<file path="src/timer_map.vh">
`ifndef TIMER_MAP_VH
`define TIMER_MAP_VH
// apb byte offsets
`define OFS_CONTROL 12'h000
`define OFS_MODE 12'h004
`define OFS_CLOCK 12'h008
`define OFS_T0_LOW 12'h00c
`define OFS_T0_HIGH 12'h010
`define OFS_T1_LOW 12'h014
`define OFS_T1_HIGH 12'h018
`define OFS_EXT_CFG 12'h01c
`define OFS_IRQ_STATUS 12'h020
`define OFS_IRQ_MASK 12'h024
// control register fields
`define CTL_T0_RUN 4
`define CTL_T0_OVF 5
`define CTL_T1_RUN 6
`define CTL_T1_OVF 7
// mode register fields, per timer nibble
`define MODE_T0_LSB 0
`define MODE_T1_LSB 4
`define MODE_SEL_HI 1
`define MODE_SRC 2
`define MODE_GATE 3
// mode codes
`define MODE_13BIT 2'b00
`define MODE_16BIT 2'b01
`define MODE_RELOAD 2'b10
`define MODE_SPLIT 2'b11
// clock register fields
`define CLK_PRESCALE_LSB 0
`define CLK_T0_SYS 3
`define CLK_T1_SYS 4
// ext config fields
`define EXT_T0_POL 0
`define EXT_T1_POL 1
// prescale codes and divisors
`define PRE_DIV12 2'b00
`define PRE_DIV4 2'b01
`define PRE_DIV48 2'b10
`define PRE_EXT8 2'b11
`define DIV12_LAST 6'd11
`define DIV4_LAST 6'd3
`define DIV48_LAST 6'd47
`define EXT8_LAST 6'd7
`define RESET_BYTE 8'h00
`endif

</file>
<file path="src/dual_counter_timer.v">
// The register addresses and the APB slave port were decided locally.
`timescale 1ns/1ps
`default_nettype none
`include "timer_map.vh"
module dual_counter_timer (
    input wire clk,
    input wire sys_rst,
    input wire psel,
    input wire penable,
    input wire pwrite,
    input wire [11:0] paddr,
    input wire [31:0] pwdata,
    output reg [31:0] prdata,
    output wire pready,
    output wire pslverr,
    input wire t0_event_pin,
    input wire t1_event_pin,
    input wire t0_gate_input,
    input wire t1_gate_input,
    input wire ext_clock_pin,
    input wire t0_irq_enable,
    input wire t1_irq_enable,
    input wire t0_irq_ack,
    input wire t1_irq_ack,
    output wire t0_irq,
    output wire t1_irq,
    output wire irq
);
    reg [7:0] timer_control_reg;
    reg [7:0] timer_mode_reg;
    reg [7:0] timer_clock_reg;
    reg [7:0] ext_input_config_reg;
    reg [1:0] irq_status;
    reg [1:0] irq_mask;
    reg [5:0] pre_cnt;
    reg prescale_tick;
    reg ext_meta;
    reg ext_sync;
    reg ext_prev;
    wire [7:0] t0_low;
    wire [7:0] t0_high;
    wire [7:0] t1_low;
    wire [7:0] t1_high;
    wire t0_ovf;
    wire t1_ovf;
    wire [1:0] prescale_select = timer_clock_reg[`CLK_PRESCALE_LSB+1:`CLK_PRESCALE_LSB];
    wire wr = psel & penable & pwrite;

    // decode one register offset
    function hit;
        input [11:0] addr;
        input [11:0] ofs;
        begin
            hit = (addr == ofs);
        end
    endfunction

    function mapped;
        input [11:0] addr;
        begin
            mapped = (addr[1:0] == 2'b00) && (addr <= `OFS_IRQ_MASK);
        end
    endfunction

    assign pready = 1'b1;
    assign pslverr = psel & penable & ~mapped(paddr);

    // external clock pin synchronised for the div8 source
    always @(posedge clk) begin
        if (sys_rst) begin
            ext_meta <= 1'b0;
            ext_sync <= 1'b0;
            ext_prev <= 1'b0;
        end else begin
            ext_meta <= ext_clock_pin;
            ext_sync <= ext_meta;
            ext_prev <= ext_sync;
        end
    end

    // prescaler producing one-cycle ticks
    always @(posedge clk) begin
        if (sys_rst) begin
            pre_cnt <= 6'd0;
            prescale_tick <= 1'b0;
        end else begin
            prescale_tick <= 1'b0;
            case (prescale_select)
                `PRE_DIV12: begin
                    pre_cnt <= (pre_cnt >= `DIV12_LAST) ? 6'd0 : pre_cnt + 6'd1;
                    prescale_tick <= (pre_cnt >= `DIV12_LAST);
                end
                `PRE_DIV4: begin
                    pre_cnt <= (pre_cnt >= `DIV4_LAST) ? 6'd0 : pre_cnt + 6'd1;
                    prescale_tick <= (pre_cnt >= `DIV4_LAST);
                end
                `PRE_DIV48: begin
                    pre_cnt <= (pre_cnt >= `DIV48_LAST) ? 6'd0 : pre_cnt + 6'd1;
                    prescale_tick <= (pre_cnt >= `DIV48_LAST);
                end
                default: begin
                    if (ext_sync & ~ext_prev) begin
                        pre_cnt <= (pre_cnt >= `EXT8_LAST) ? 6'd0 : pre_cnt + 6'd1;
                        prescale_tick <= (pre_cnt >= `EXT8_LAST);
                    end
                end
            endcase
        end
    end

    timer_channel u_t0 (
        .clk(clk),
        .sys_rst(sys_rst),
        .mode_nibble(timer_mode_reg[`MODE_T0_LSB+3:`MODE_T0_LSB]),
        .run_bit(timer_control_reg[`CTL_T0_RUN]),
        .system_clock_select(timer_clock_reg[`CLK_T0_SYS]),
        .prescale_tick(prescale_tick),
        .event_pin(t0_event_pin),
        .gate_input(t0_gate_input),
        .gate_polarity(ext_input_config_reg[`EXT_T0_POL]),
        .wr_low(wr & hit(paddr, `OFS_T0_LOW)),
        .wr_high(wr & hit(paddr, `OFS_T0_HIGH)),
        .wdata(pwdata[7:0]),
        .count_low_byte(t0_low),
        .count_high_byte(t0_high),
        .overflow_pulse(t0_ovf)
    );

    // second timer, own bytes, bits, gate and polarity
    timer_channel u_t1 (
        .clk(clk),
        .sys_rst(sys_rst),
        .mode_nibble(timer_mode_reg[`MODE_T1_LSB+3:`MODE_T1_LSB]),
        .run_bit(timer_control_reg[`CTL_T1_RUN]),
        .system_clock_select(timer_clock_reg[`CLK_T1_SYS]),
        .prescale_tick(prescale_tick),
        .event_pin(t1_event_pin),
        .gate_input(t1_gate_input),
        .gate_polarity(ext_input_config_reg[`EXT_T1_POL]),
        .wr_low(wr & hit(paddr, `OFS_T1_LOW)),
        .wr_high(wr & hit(paddr, `OFS_T1_HIGH)),
        .wdata(pwdata[7:0]),
        .count_low_byte(t1_low),
        .count_high_byte(t1_high),
        .overflow_pulse(t1_ovf)
    );

    // control, mode, clock and config registers with overflow flags
    always @(posedge clk) begin
        if (sys_rst) begin
            timer_control_reg <= `RESET_BYTE;
            timer_mode_reg <= `RESET_BYTE;
            timer_clock_reg <= `RESET_BYTE;
            ext_input_config_reg <= `RESET_BYTE;
            irq_mask <= 2'b00;
        end else begin
            if (wr & hit(paddr, `OFS_CONTROL)) begin
                timer_control_reg <= pwdata[7:0];
            end
            if (wr & hit(paddr, `OFS_MODE)) begin
                timer_mode_reg <= pwdata[7:0];
            end
            if (wr & hit(paddr, `OFS_CLOCK)) begin
                timer_clock_reg <= pwdata[7:0];
            end
            if (wr & hit(paddr, `OFS_EXT_CFG)) begin
                ext_input_config_reg <= pwdata[7:0];
            end
            if (wr & hit(paddr, `OFS_IRQ_MASK)) begin
                irq_mask <= pwdata[1:0];
            end
            // acknowledge clears, overflow set wins
            if (t0_irq_ack) begin
                timer_control_reg[`CTL_T0_OVF] <= 1'b0;
            end
            if (t1_irq_ack) begin
                timer_control_reg[`CTL_T1_OVF] <= 1'b0;
            end
            if (t0_ovf) begin
                timer_control_reg[`CTL_T0_OVF] <= 1'b1;
            end
            if (t1_ovf) begin
                timer_control_reg[`CTL_T1_OVF] <= 1'b1;
            end
        end
    end

    // sticky status, write one to clear, set wins
    always @(posedge clk) begin
        if (sys_rst) begin
            irq_status <= 2'b00;
        end else begin
            irq_status <= (irq_status & ~((wr & hit(paddr, `OFS_IRQ_STATUS)) ?
                pwdata[1:0] : 2'b00)) | {t1_ovf, t0_ovf};
        end
    end

    assign t0_irq = timer_control_reg[`CTL_T0_OVF] & t0_irq_enable;
    assign t1_irq = timer_control_reg[`CTL_T1_OVF] & t1_irq_enable;
    assign irq = |(irq_status & irq_mask);

    // read data captured in the setup cycle, held through the access phase
    always @(posedge clk) begin
        if (sys_rst) begin
            prdata <= 32'h0000_0000;
        end else if (psel & ~penable) begin
            prdata <= 32'h0000_0000;
            case (paddr)
                `OFS_CONTROL: prdata[7:0] <= timer_control_reg;
                `OFS_MODE: prdata[7:0] <= timer_mode_reg;
                `OFS_CLOCK: prdata[7:0] <= timer_clock_reg;
                `OFS_T0_LOW: prdata[7:0] <= t0_low;
                `OFS_T0_HIGH: prdata[7:0] <= t0_high;
                `OFS_T1_LOW: prdata[7:0] <= t1_low;
                `OFS_T1_HIGH: prdata[7:0] <= t1_high;
                `OFS_EXT_CFG: prdata[7:0] <= ext_input_config_reg;
                `OFS_IRQ_STATUS: prdata[1:0] <= irq_status;
                `OFS_IRQ_MASK: prdata[1:0] <= irq_mask;
                default: prdata <= 32'h0000_0000;
            endcase
        end
    end
endmodule
`default_nettype wire

</file>
<file path="src/timer_channel.v">
`timescale 1ns/1ps
`default_nettype none
`include "timer_map.vh"
module timer_channel (
    input wire clk,
    input wire sys_rst,
    input wire [3:0] mode_nibble,
    input wire run_bit,
    input wire system_clock_select,
    input wire prescale_tick,
    input wire event_pin,
    input wire gate_input,
    input wire gate_polarity,
    input wire wr_low,
    input wire wr_high,
    input wire [7:0] wdata,
    output reg [7:0] count_low_byte,
    output reg [7:0] count_high_byte,
    output reg overflow_pulse
);
    reg event_meta;
    reg event_sync;
    reg event_prev;
    wire [1:0] mode_sel = mode_nibble[`MODE_SEL_HI:0];
    wire count_source_select = mode_nibble[`MODE_SRC];
    wire gate_bit = mode_nibble[`MODE_GATE];
    wire falling = event_prev & ~event_sync;
    wire gate_ok = ~gate_bit | (gate_input == gate_polarity);
    wire enable = run_bit & gate_ok;
    wire tick = count_source_select ? falling : (system_clock_select | prescale_tick);
    wire step = enable & tick & (mode_sel != `MODE_SPLIT);

    // two-flop synchroniser then edge compare
    always @(posedge clk) begin
        if (sys_rst) begin
            event_meta <= 1'b1;
            event_sync <= 1'b1;
            event_prev <= 1'b1;
        end else begin
            event_meta <= event_pin;
            event_sync <= event_meta;
            event_prev <= event_sync;
        end
    end

    // count bytes; software writes win, run does not preload
    always @(posedge clk) begin
        if (sys_rst) begin
            count_low_byte <= `RESET_BYTE;
            count_high_byte <= `RESET_BYTE;
            overflow_pulse <= 1'b0;
        end else begin
            overflow_pulse <= 1'b0;
            if (step) begin
                case (mode_sel)
                    `MODE_13BIT: begin
                        count_low_byte[4:0] <= count_low_byte[4:0] + 5'd1;
                        if (&count_low_byte[4:0]) begin
                            count_high_byte <= count_high_byte + 8'd1;
                            overflow_pulse <= &count_high_byte;
                        end
                    end
                    `MODE_16BIT: begin
                        count_low_byte <= count_low_byte + 8'd1;
                        if (&count_low_byte) begin
                            count_high_byte <= count_high_byte + 8'd1;
                            overflow_pulse <= &count_high_byte;
                        end
                    end
                    `MODE_RELOAD: begin
                        if (&count_low_byte) begin
                            count_low_byte <= count_high_byte;
                            overflow_pulse <= 1'b1;
                        end else begin
                            count_low_byte <= count_low_byte + 8'd1;
                        end
                    end
                    default: begin
                        overflow_pulse <= 1'b0;
                    end
                endcase
            end
            if (wr_low) begin
                count_low_byte <= wdata;
            end
            if (wr_high) begin
                count_high_byte <= wdata;
            end
        end
    end
endmodule
`default_nettype wire

</file>
<file path="config.mk">
export PLATFORM = sky130hd
export DESIGN_NAME = dual_counter_timer
export DESIGN_NICKNAME = d
export VERILOG_FILES = /design/src/dual_counter_timer.v /design/src/timer_channel.v
export VERILOG_INCLUDE_DIRS = /design/src
export SDC_FILE = /design/constraint.sdc
export NUM_CORES = 1
export LEC_CHECK = 0
export ABC_AREA = 1
export BUFFER_PORTS_ARGS = -buffer_cell sky130_fd_sc_hd__buf_2
export CORE_MARGIN = 5
export CORE_UTILIZATION = 30
export CTS_CLUSTER_SIZE = 24
export DETAILED_ROUTE_END_ITERATION = 10
export PLACE_DENSITY_LB_ADDON = 0.3
export SYNTH_ARGS = -nofsm -noshare
export SYNTH_HDL_FRONTEND = slang
export SYNTH_SLANG_ARGS = --single-unit
</file>
<file path="constraint.sdc">
create_clock -name clk -period 4 [get_ports clk]
set_clock_uncertainty 0.15 [all_clocks]
set_input_delay 0.2 -clock clk [delete_from_list [all_inputs] [get_ports clk]]
set_output_delay 0.2 -clock clk [all_outputs]
set_load 0.005 [all_outputs]
</file>
# After elaboration in Yosys (flattened, before gate mapping)
# Cells that the tools add are included.
# totals
register_bits	94
input_bits	58
output_inout_bits	37
# op_classes
add_sub_neg	7
n_lt_le_gt_ge	5
n_eq_ne	23
mux	46
bitwise_logic	42
n_reduce_logical	34
# ops
op	count
2-to-1 mux 8 bit	15
equality test 12 x 5 -> 1 bit (second input constant)	4
case mux 6 bit (8 select lines)	1
adder 8 x 1 -> 8 bit (second input constant)	4
case mux 8 bit (2 select lines)	2
AND reduction 8 bit	4
2-to-1 mux 6 bit	5
case mux 5 bit (3 select lines)	2
AND 1 bit	25
equality test 12 x 4 -> 1 bit (second input constant)	2
equality test 12 x 6 -> 1 bit (second input constant)	2
case mux 2 bit (10 select lines)	1
case mux 6 bit (3 select lines)	1
nonzero test 3 bit	6
2-to-1 mux 1 bit	13
equality test 12 x 3 -> 1 bit (second input constant)	1
less-or-equal comparator 12 x 6 -> 1 bit (second input constant)	1
zero test 12 bit	1
!= test 3 x 1 -> 1 bit (second input constant)	4
case mux 3 bit (2 select lines)	2
nonzero test 4 bit	3
adder 5 x 1 -> 5 bit (second input constant)	2
AND reduction 5 bit	2
NOT 1 bit	9
21 further kinds	45

# Depth between registers and ports, before layout
# Gate-level depths: netlist of run 1.
# logic_depth
ltp_word	7
ltp_mapped	11

# Hierarchy
# A second synthesis of run 1 with hierarchy kept.
# unflattened
cells_unflattened	1032
hier_area_um2	6587.6
# modules_own_cells
module	n_inst	cells_each	area_each_um2
dual_counter_timer	1	484	3319.4
timer_channel	2	274	1634.1

# Worst setup path before layout of run 1
# No wires, ideal clock.
# synth_timing
path_kind	reg2reg
startpoint	register u_t1.count_low_byte[0]
endpoint	register u_t1.count_high_byte[3]
arrival_time_ns	1.650
slack_ns	2.083
path_stages_with_launch	12
synth_period_minus_slack_ns	1.917
cell_sequence	dfxtp_1 > ha_1 > nand2_1 > nor2_4 > ha_1 > inv_1 > a21oi_1 > nand2_2 > o21ai_4 > inv_2 > nor2_1 > nor2_1
# synth_via
elab_chain_cells	3
# synth_rtl
element	line	rtl
start, declared	timer_channel.v:17	output reg [7:0] count_low_byte,
start signal, assigned	timer_channel.v:49	count_low_byte <= `RESET_BYTE;
start signal, assigned	timer_channel.v:57	count_low_byte[4:0] <= count_low_byte[4:0] + 5'd1;
start signal, assigned	timer_channel.v:64	count_low_byte <= count_low_byte + 8'd1;
AND reduction 8 bit or AND reduction 5 bit (tied branches)	timer_channel.v:65, timer_channel.v:58	
!= test 3 x 1 -> 1 bit (no source line)	-	
AND reduction 4 bit (no source line) (*)	-	
end signal, assigned	timer_channel.v:59	count_high_byte <= count_high_byte + 8'd1;
end signal, assigned	timer_channel.v:66	count_high_byte <= count_high_byte + 8'd1;
end signal, assigned	timer_channel.v:87	count_high_byte <= wdata;
end, declared	timer_channel.v:18	output reg [7:0] count_high_byte,
# Every way passes the cells marked *; elsewhere a longest branch is shown, timed or not.
# A chain may end at the register's enable or synchronous reset.

# Worst setup path after layout of run 1
# layout_timing
startpoint	register u_t1.count_low_byte[0]
endpoint	register u_t1.count_high_byte[7]
# Same word-level chain as after synthesis.

==> results of run 1 <==
-- Yosys cell counts (11+ instances only) --
cell        n  area (µm²)
a21oi_1    65       325.3
buf_4      30       225.2
clkbuf_1   11       41.29
dfxtp_1    94        1882
ha_1       20       250.2
inv_1     113       424.2
nand2_1   185       694.4
nand3_1   107       535.5
nor2_1    106       397.9
nor3_1     12       60.06
o21ai_0    72       360.4
o21ai_1    13       65.06
xor2_1     14       122.6
-- routing by layer --
layer | vias up | part of all wire
li1 | 3097 | -
met1 | 2713 | 0.49
met2 | 163 | 0.44
met3 | 30 | 0.053
met4 | 0 | 0.025
met5 | - | 0
-- worst paths after layout --
kind                                  startpoint                                    to  slack [ns]  cells past startpoint
min                                    pwdata[3]        timer_mode_reg[3]$_SDFFE_PP0P_        0.04                      3
max reg2reg  u_t1.count_low_byte[0]$_SDFFE_PP0P_  u_t1.count_high_byte[7]$_SDFFE_PP0P_        1.68                     11
max          u_t1.count_low_byte[0]$_SDFFE_PP0P_  u_t1.count_high_byte[7]$_SDFFE_PP0P_        1.68                     11
min reg2reg           u_t1.event_meta$_SDFF_PP1_            u_t1.event_sync$_SDFF_PP1_        0.26                      1
-- power by group --
group / switching (µW) / internal (µW)
Clock: 397 / 446
Sequential: 3.21 / 941
Combinational: 91.0 / 33.6
Total: 491 / 1420
-- layout make-up --
| cell class | count | area [µm²] |
|---|---|---|
| multi-input combinational | 702 | 3638 |
| sequential | 94 | 1882 |
| timing repair buffer | 53 | 297.8 |
| clock inverter | 5 | 42.54 |
| tap | 270 | 337.8 |
| inverter | 120 | 450.4 |
| clock buffer | 11 | 242.7 |
| fill | 2228 | 13340 |
-- kinds of logic after synthesis --
logic type,count (synthesis),synth area share
other,2,0.001215
buffers and inverters,169,0.1224
AND/OR/NAND/NOR,470,0.3604
AO/OA/AOI/OAI,171,0.1485
adder cells (fa/ha/maj),20,0.04047
flip-flops,94,0.3043
XOR/XNOR,16,0.02266
-- layout by cell type (no fill, tap or decap), types with 14 or more instances in the layout --
cell type,netlist,layout
buf_2,8,45
nand3_1,107,107
xor2_1,14,14
o21ai_0,72,72
inv_1,113,113
nor2_1,106,105
dfxtp_1,94,94
ha_1,20,20
nand2_1,185,185
conb_1,2,25
a21oi_1,65,65
-- worst max-delay path, delay by kind of cell, from the launching register on --
family,cells,cell delay [ns]
compound gates,3,0.49
fa+ha+maj,2,0.43
buf+inv,2,0.18
flops,1,0.51
simple gates,4,0.42
-- metrics by stage --
| step | utilization | setup slack (ns) | std cells | total power, µW | instance area [µm²] |
|---|---|---|---|---|---|
| 2_1_floorplan | - | 2.083 | 965 | 1050 | 6270 |
| 3_3_place_gp | 0.3240 | 1.668 | 1234 | 1087 | 6556 |
| 3_5_place_dp | 0.3240 | 1.663 | 1234 | 1087 | 6556 |
| 4_1_cts | 0.3406 | 1.703 | 1255 | 1933 | 6892 |
| 5_1_grt | 0.3406 | 1.494 | 1255 | 1984 | 6892 |
| 6_report | 0.3406 | 1.684 | 1255 | 1912 | 6892 |
-- repair_timing --
item                                   in CTS  in global routing
hold buffers                                5                  0
buffers inserted                            0                  0
endpoints found under the hold margin       5                  0
==> impl_metrics.py, run 1 <==
metrics = {
    "cts": {
        "cts_tree": "built",
        "cts_root_buffer": "clkbuf_16",
        "clock_path_buffers": 2,
        "cts_resized": 0,
        "clk_latency_ns": 0.36,
        "clock-sinks": 94,
        "path_clk_slew_ns": 0.07,
        "cts_buffers": 9,
        "htree_levels": 3,
    },
    "global_routing": {
        "antenna_found_initial": 0,
        "grt_first_pass_wirelength_mm": 30.19,
        "grt_max_degree": 48,
        "gr-usage-met1": 0.2231,
        "grt_pass1_vias": 5445,
        "grt_busiest_layer": "met2",
        "grt_use_total": 0.1612,
        "use_met2": 0.2513,
        "gr-usage-met3": 0.03345,
        "overflow": 0,
    },
    "die": {
        "core_area_mm2": 0.02023,
        "start_util": 0.3056,
        "die_h_um": 153.6,
        "dieArea_mm2": 0.02358,
        "rows": 52,
        "die_w_um": 153.6,
        "io_pins": 95,
    },
    "yosys": {
        "syn_inst": 942,
        "synth_flop_cell": "dfxtp_1",
        "synth_warnings": 0,
        "ys_seq_area_frac": 0.3043,
        "syn-cell-area_mm2": 0.006183,
        "synth_edf_count": 0,
        "avgSynthCellArea_um2": 6.564,
        "yosys.cell_types.count": 42,
        "synth_seq_cells": 94,
        "async_flop_share": 0,
    },
    "sta": {
        "finalSetupViolations": 0,
        "fmax_mhz": 431.8,
        "holdWs_ns": 0.04464,
        "min_period_ns": 2.316,
        "rsz0062_at_grt": "false",
        "totalNegativeSetupSlack_ns": 0,
        "min_period_over_period": 0.5789,
        "slew_headroom": 0.4255,
        "finalHoldViolations": 0,
        "worstMarginPinSlew_ns": 0.8552,
        "final_max_slew_viol_count": 0,
    },
    "power_and_ir_drop": {
        "p_leak_uw": 0.002936,
        "vdd_drop_max_mv": 0.1799,
        "power_density_mw_per_mm2": 277.5,
    },
    "layout": {
        "drive_above_1_share": 0.1168,
        "n_antenna_cell": 0,
        "area_growth_pct": 11.45,
        "nets": 1058,
    },
    "drt": {
        "antenna_left": 0,
        "route.detailed.wl_per_inst_um": 15.08,
        "wirelength_mm": 18.92,
        "vias": 6003,
        "dr.pass1.iters": 5,
        "routed_via_density": 4.783,
        "drcViolationCount": 0,
        "drt_iter0_drc": 566,
    },
    "setup_path": {
        "crit_path_top_delay_cell": "dfxtp_1",
        "cp.required_ns": 4.06,
        "crit_type": "reg -> reg",
        "startpoint_type": "register",
        "critical_path_arrival_ns": 2.38,
        "path_cells": "ha_1, nand2_1, nor2_4, ha_1, inv_1, a21oi_1, nand2_2, o21ai_4, inv_2, nand2_1, a21oi_1",
        "critPathMaxFanout": 9,
        "crit_path_end_kind": "register",
        "critPathMaxStageDelay_ns": 0.51,
    },
    "worst_hold_path": {
        "hold_path.class": "in -> reg",
    },
    "placement": {
        "port_buffers": 45,
        "hpwl_mm": 14.27,
        "place.gp.congestion": 0.9397,
    },
    "status": {
        "outcome": "finished clean",
    },
    "job": {
        "cap_viol_max_count": 0,
    },
}
(Power assumes the default switching activity.)
==> inputs of run 2 (changes only) <==
Clock period 4 ns to 2.1 ns, I/O delays scaled along.
==> run 2 against run 1 <==
  * Global-route usage is 0.24 points higher
  * Total power is 94% higher
  * Sequential share of layout area is 1.2 points lower
  * Die area stayed put
  * Highest routed layer unchanged
==> impl_metrics.py, run 2 (synthesized netlist as in run 1, its figures left out) <==
metrics = {
    "status": {
        "outcome": "finished clean",
    },
    "global_routing": {
        "antenna_found_initial": 0,
        "grt_max_degree": 48,
        "grt_pass1_vias": 5592,
        "grt_first_pass_wirelength_mm": 31.04,
        "overflow": 0,
        "grt_use_total": 0.1636,
    },
    "setup_path": {
        "cp-endpoint": "u_t1.count_high_byte[7]$_SDFFE_PP0P_",
        "r2r-start": "u_t1.count_low_byte[0]$_SDFFE_PP0P_",
        "rr_worst_depth": 11,
        "crit_type": "reg -> reg",
        "worst-path-buf-inv": 2,
        "critPathMostFrequentCell": "nand2_1",
        "path_cells": "ha_2, nand2_1, nor2_4, ha_1, inv_1, a21oi_2, nand2_2, o21ai_4, inv_2, nand2_1, a21oi_1",
        "crit_path_end_kind": "register",
        "ff2ff_setup_slack_ns": 0.13,
        "critical_path_arrival_ns": 2.03,
        "crit_path_top_delay_cell": "dfxtp_1",
        "startpoint_type": "register",
        "critPathMaxFanout": 8,
        "cp.depth": 11,
        "worstReg2RegEnd": "u_t1.count_high_byte[7]$_SDFFE_PP0P_",
        "cp.required_ns": 2.16,
        "cp-startpoint": "u_t1.count_low_byte[0]$_SDFFE_PP0P_",
        "critical-path-top-delay-family": "compound AO/OA/AOI/OAI gates",
        "critPathMaxStageDelay_ns": 0.35,
    },
    "sta": {
        "fmax_mhz": 508.6,
        "min_period_ns": 1.966,
        "worstMarginPinSlew_ns": 0.5821,
        "totalNegativeSetupSlack_ns": 0,
        "slew_headroom": 0.6120,
        "final_max_slew_viol_count": 0,
        "worst_slack_ns": 0.1337,
        "min_period_over_period": 0.9363,
        "finalSetupViolations": 0,
        "finalHoldViolations": 0,
        "rsz0062_at_grt": "false",
    },
    "die": {
        "io_pins": 95,
        "die_w_um": 153.6,
        "start_util": 0.3056,
        "die_h_um": 153.6,
        "core_area_mm2": 0.02023,
        "dieArea_mm2": 0.02358,
        "rows": 52,
    },
    "worst_hold_path": {
        "holdPathStages": 5,
        "hold_path.class": "in -> reg",
    },
    "placement": {
        "post-place-ws_ns": 0.04904,
        "place.gp.congestion": 0.8904,
        "port_buffers": 45,
        "hpwl_mm": 14.89,
    },
    "cts": {
        "cts_tree": "built",
        "path_clk_slew_ns": 0.07,
        "clock-sinks": 94,
        "htree_levels": 3,
        "cts_root_buffer": "clkbuf_16",
        "clk_latency_ns": 0.36,
        "cts_buffers": 9,
        "clock_path_buffers": 2,
    },
    "layout": {
        "final_cell_mix": "nand2_1, inv_1, nand3_1",
        "area_growth_pct": 16.65,
        "nets": 1093,
        "utilization": 0.3565,
        "n_antenna_cell": 0,
        "layout_commonest_cell": "nand2_1",
        "drive_above_1_share": 0.1441,
    },
    "drt": {
        "dr.pass1.iters": 5,
        "routed_via_density": 4.791,
        "wl_met1_mm": 9.270,
        "wirelength_mm": 19.48,
        "antenna_left": 0,
        "drcViolationCount": 0,
        "met3_length_mm": 1.206,
        "route.detailed.wl_per_inst_um": 15.10,
        "vias": 6180,
        "top_layer": "met4",
        "drt_iter0_drc": 462,
        "wl_met2_mm": 8.548,
    },
    "power_and_ir_drop": {
        "power_density_mw_per_mm2": 514.6,
        "p_leak_uw": 0.003118,
        "vdd_drop_max_mv": 0.4937,
    },
    "job": {
        "cap_viol_max_count": 0,
    },
}
-- run 2: cell count changes in the layout (fill, tap and decap cells not counted), sizes merged --
cell and delta:
clkbuf -1, dlygate4sd3 +8, inv +1, buf +27
-- run 2: final cells by class --
cell class	instances	area [µm²]
repair buffers	88	593.1
multi-input cells	702	3656
well taps	270	337.8
flip-flops and latches	94	1883
inverters	120	450.4
clock buffers	10	239.0
fillers	2228	13020
clock inverters	6	53.80
-- run 2: layer usage --
metal	vias to the layer above	track usage
met1	2786	0.2273
met2	200	0.2590
met3	27	0.03260
met4	0	0.04500
met5	-	0
li1	3167	-
-- run 2: worst min path at each step --
stage,startpoint,to,slack (ns)
2_1_floorplan,t0_event_pin,u_t0.event_meta$_SDFF_PP1_,0.06
3_3_place_gp,t0_event_pin,u_t0.event_meta$_SDFF_PP1_,0.14
3_5_place_dp,t0_event_pin,u_t0.event_meta$_SDFF_PP1_,0.15
4_1_cts,penable,prdata[7]$_SDFFE_PP0P_,0.06
5_1_grt,penable,prdata[7]$_SDFFE_PP0P_,0.09
6_report,penable,prdata[3]$_SDFFE_PP0P_,0.08
-- run 2: power by group --
part	total (µW)	leakage (µW)	switching [µW]	internal, µW
Combinational	261	0.00222	178	83.3
Sequential	1800	0.000760	6.04	1790
Clock	1650	0.000142	794	858
-- run 2: repair_timing --
action / in CTS / in global routing
endpoints found under the hold margin: 15 / 0
endpoints found under the setup margin: 0 / 17
buffers inserted: 0 / 2
hold buffers: 13 / 0
resized for setup: 0 / 5
-- run 2: per-stage QoR --
| stage | std cells | hold slack [ns] | power [µW] | area, µm² |
|---|---|---|---|---|
| floorplan | 965 | 0.05881 | 1999 | 6270 |
| global placement | 1259 | 0.1442 | 2081 | 6756 |
| detailed placement | 1259 | 0.1467 | 2083 | 6756 |
| CTS | 1288 | 0.06112 | 3751 | 7179 |
| global route | 1290 | 0.08648 | 3841 | 7213 |
| finish | 1290 | 0.07685 | 3712 | 7213 |
-- run 2: worst register-to-register path, delay by kind of cell (launching register included) --
| family | cells | cell delay [ns] |
|---|---|---|
| compound gates | 3 | 0.41 |
| fa+ha+maj | 2 | 0.38 |
| buf+inv | 2 | 0.19 |
| flops | 1 | 0.35 |
| simple gates | 4 | 0.34 |
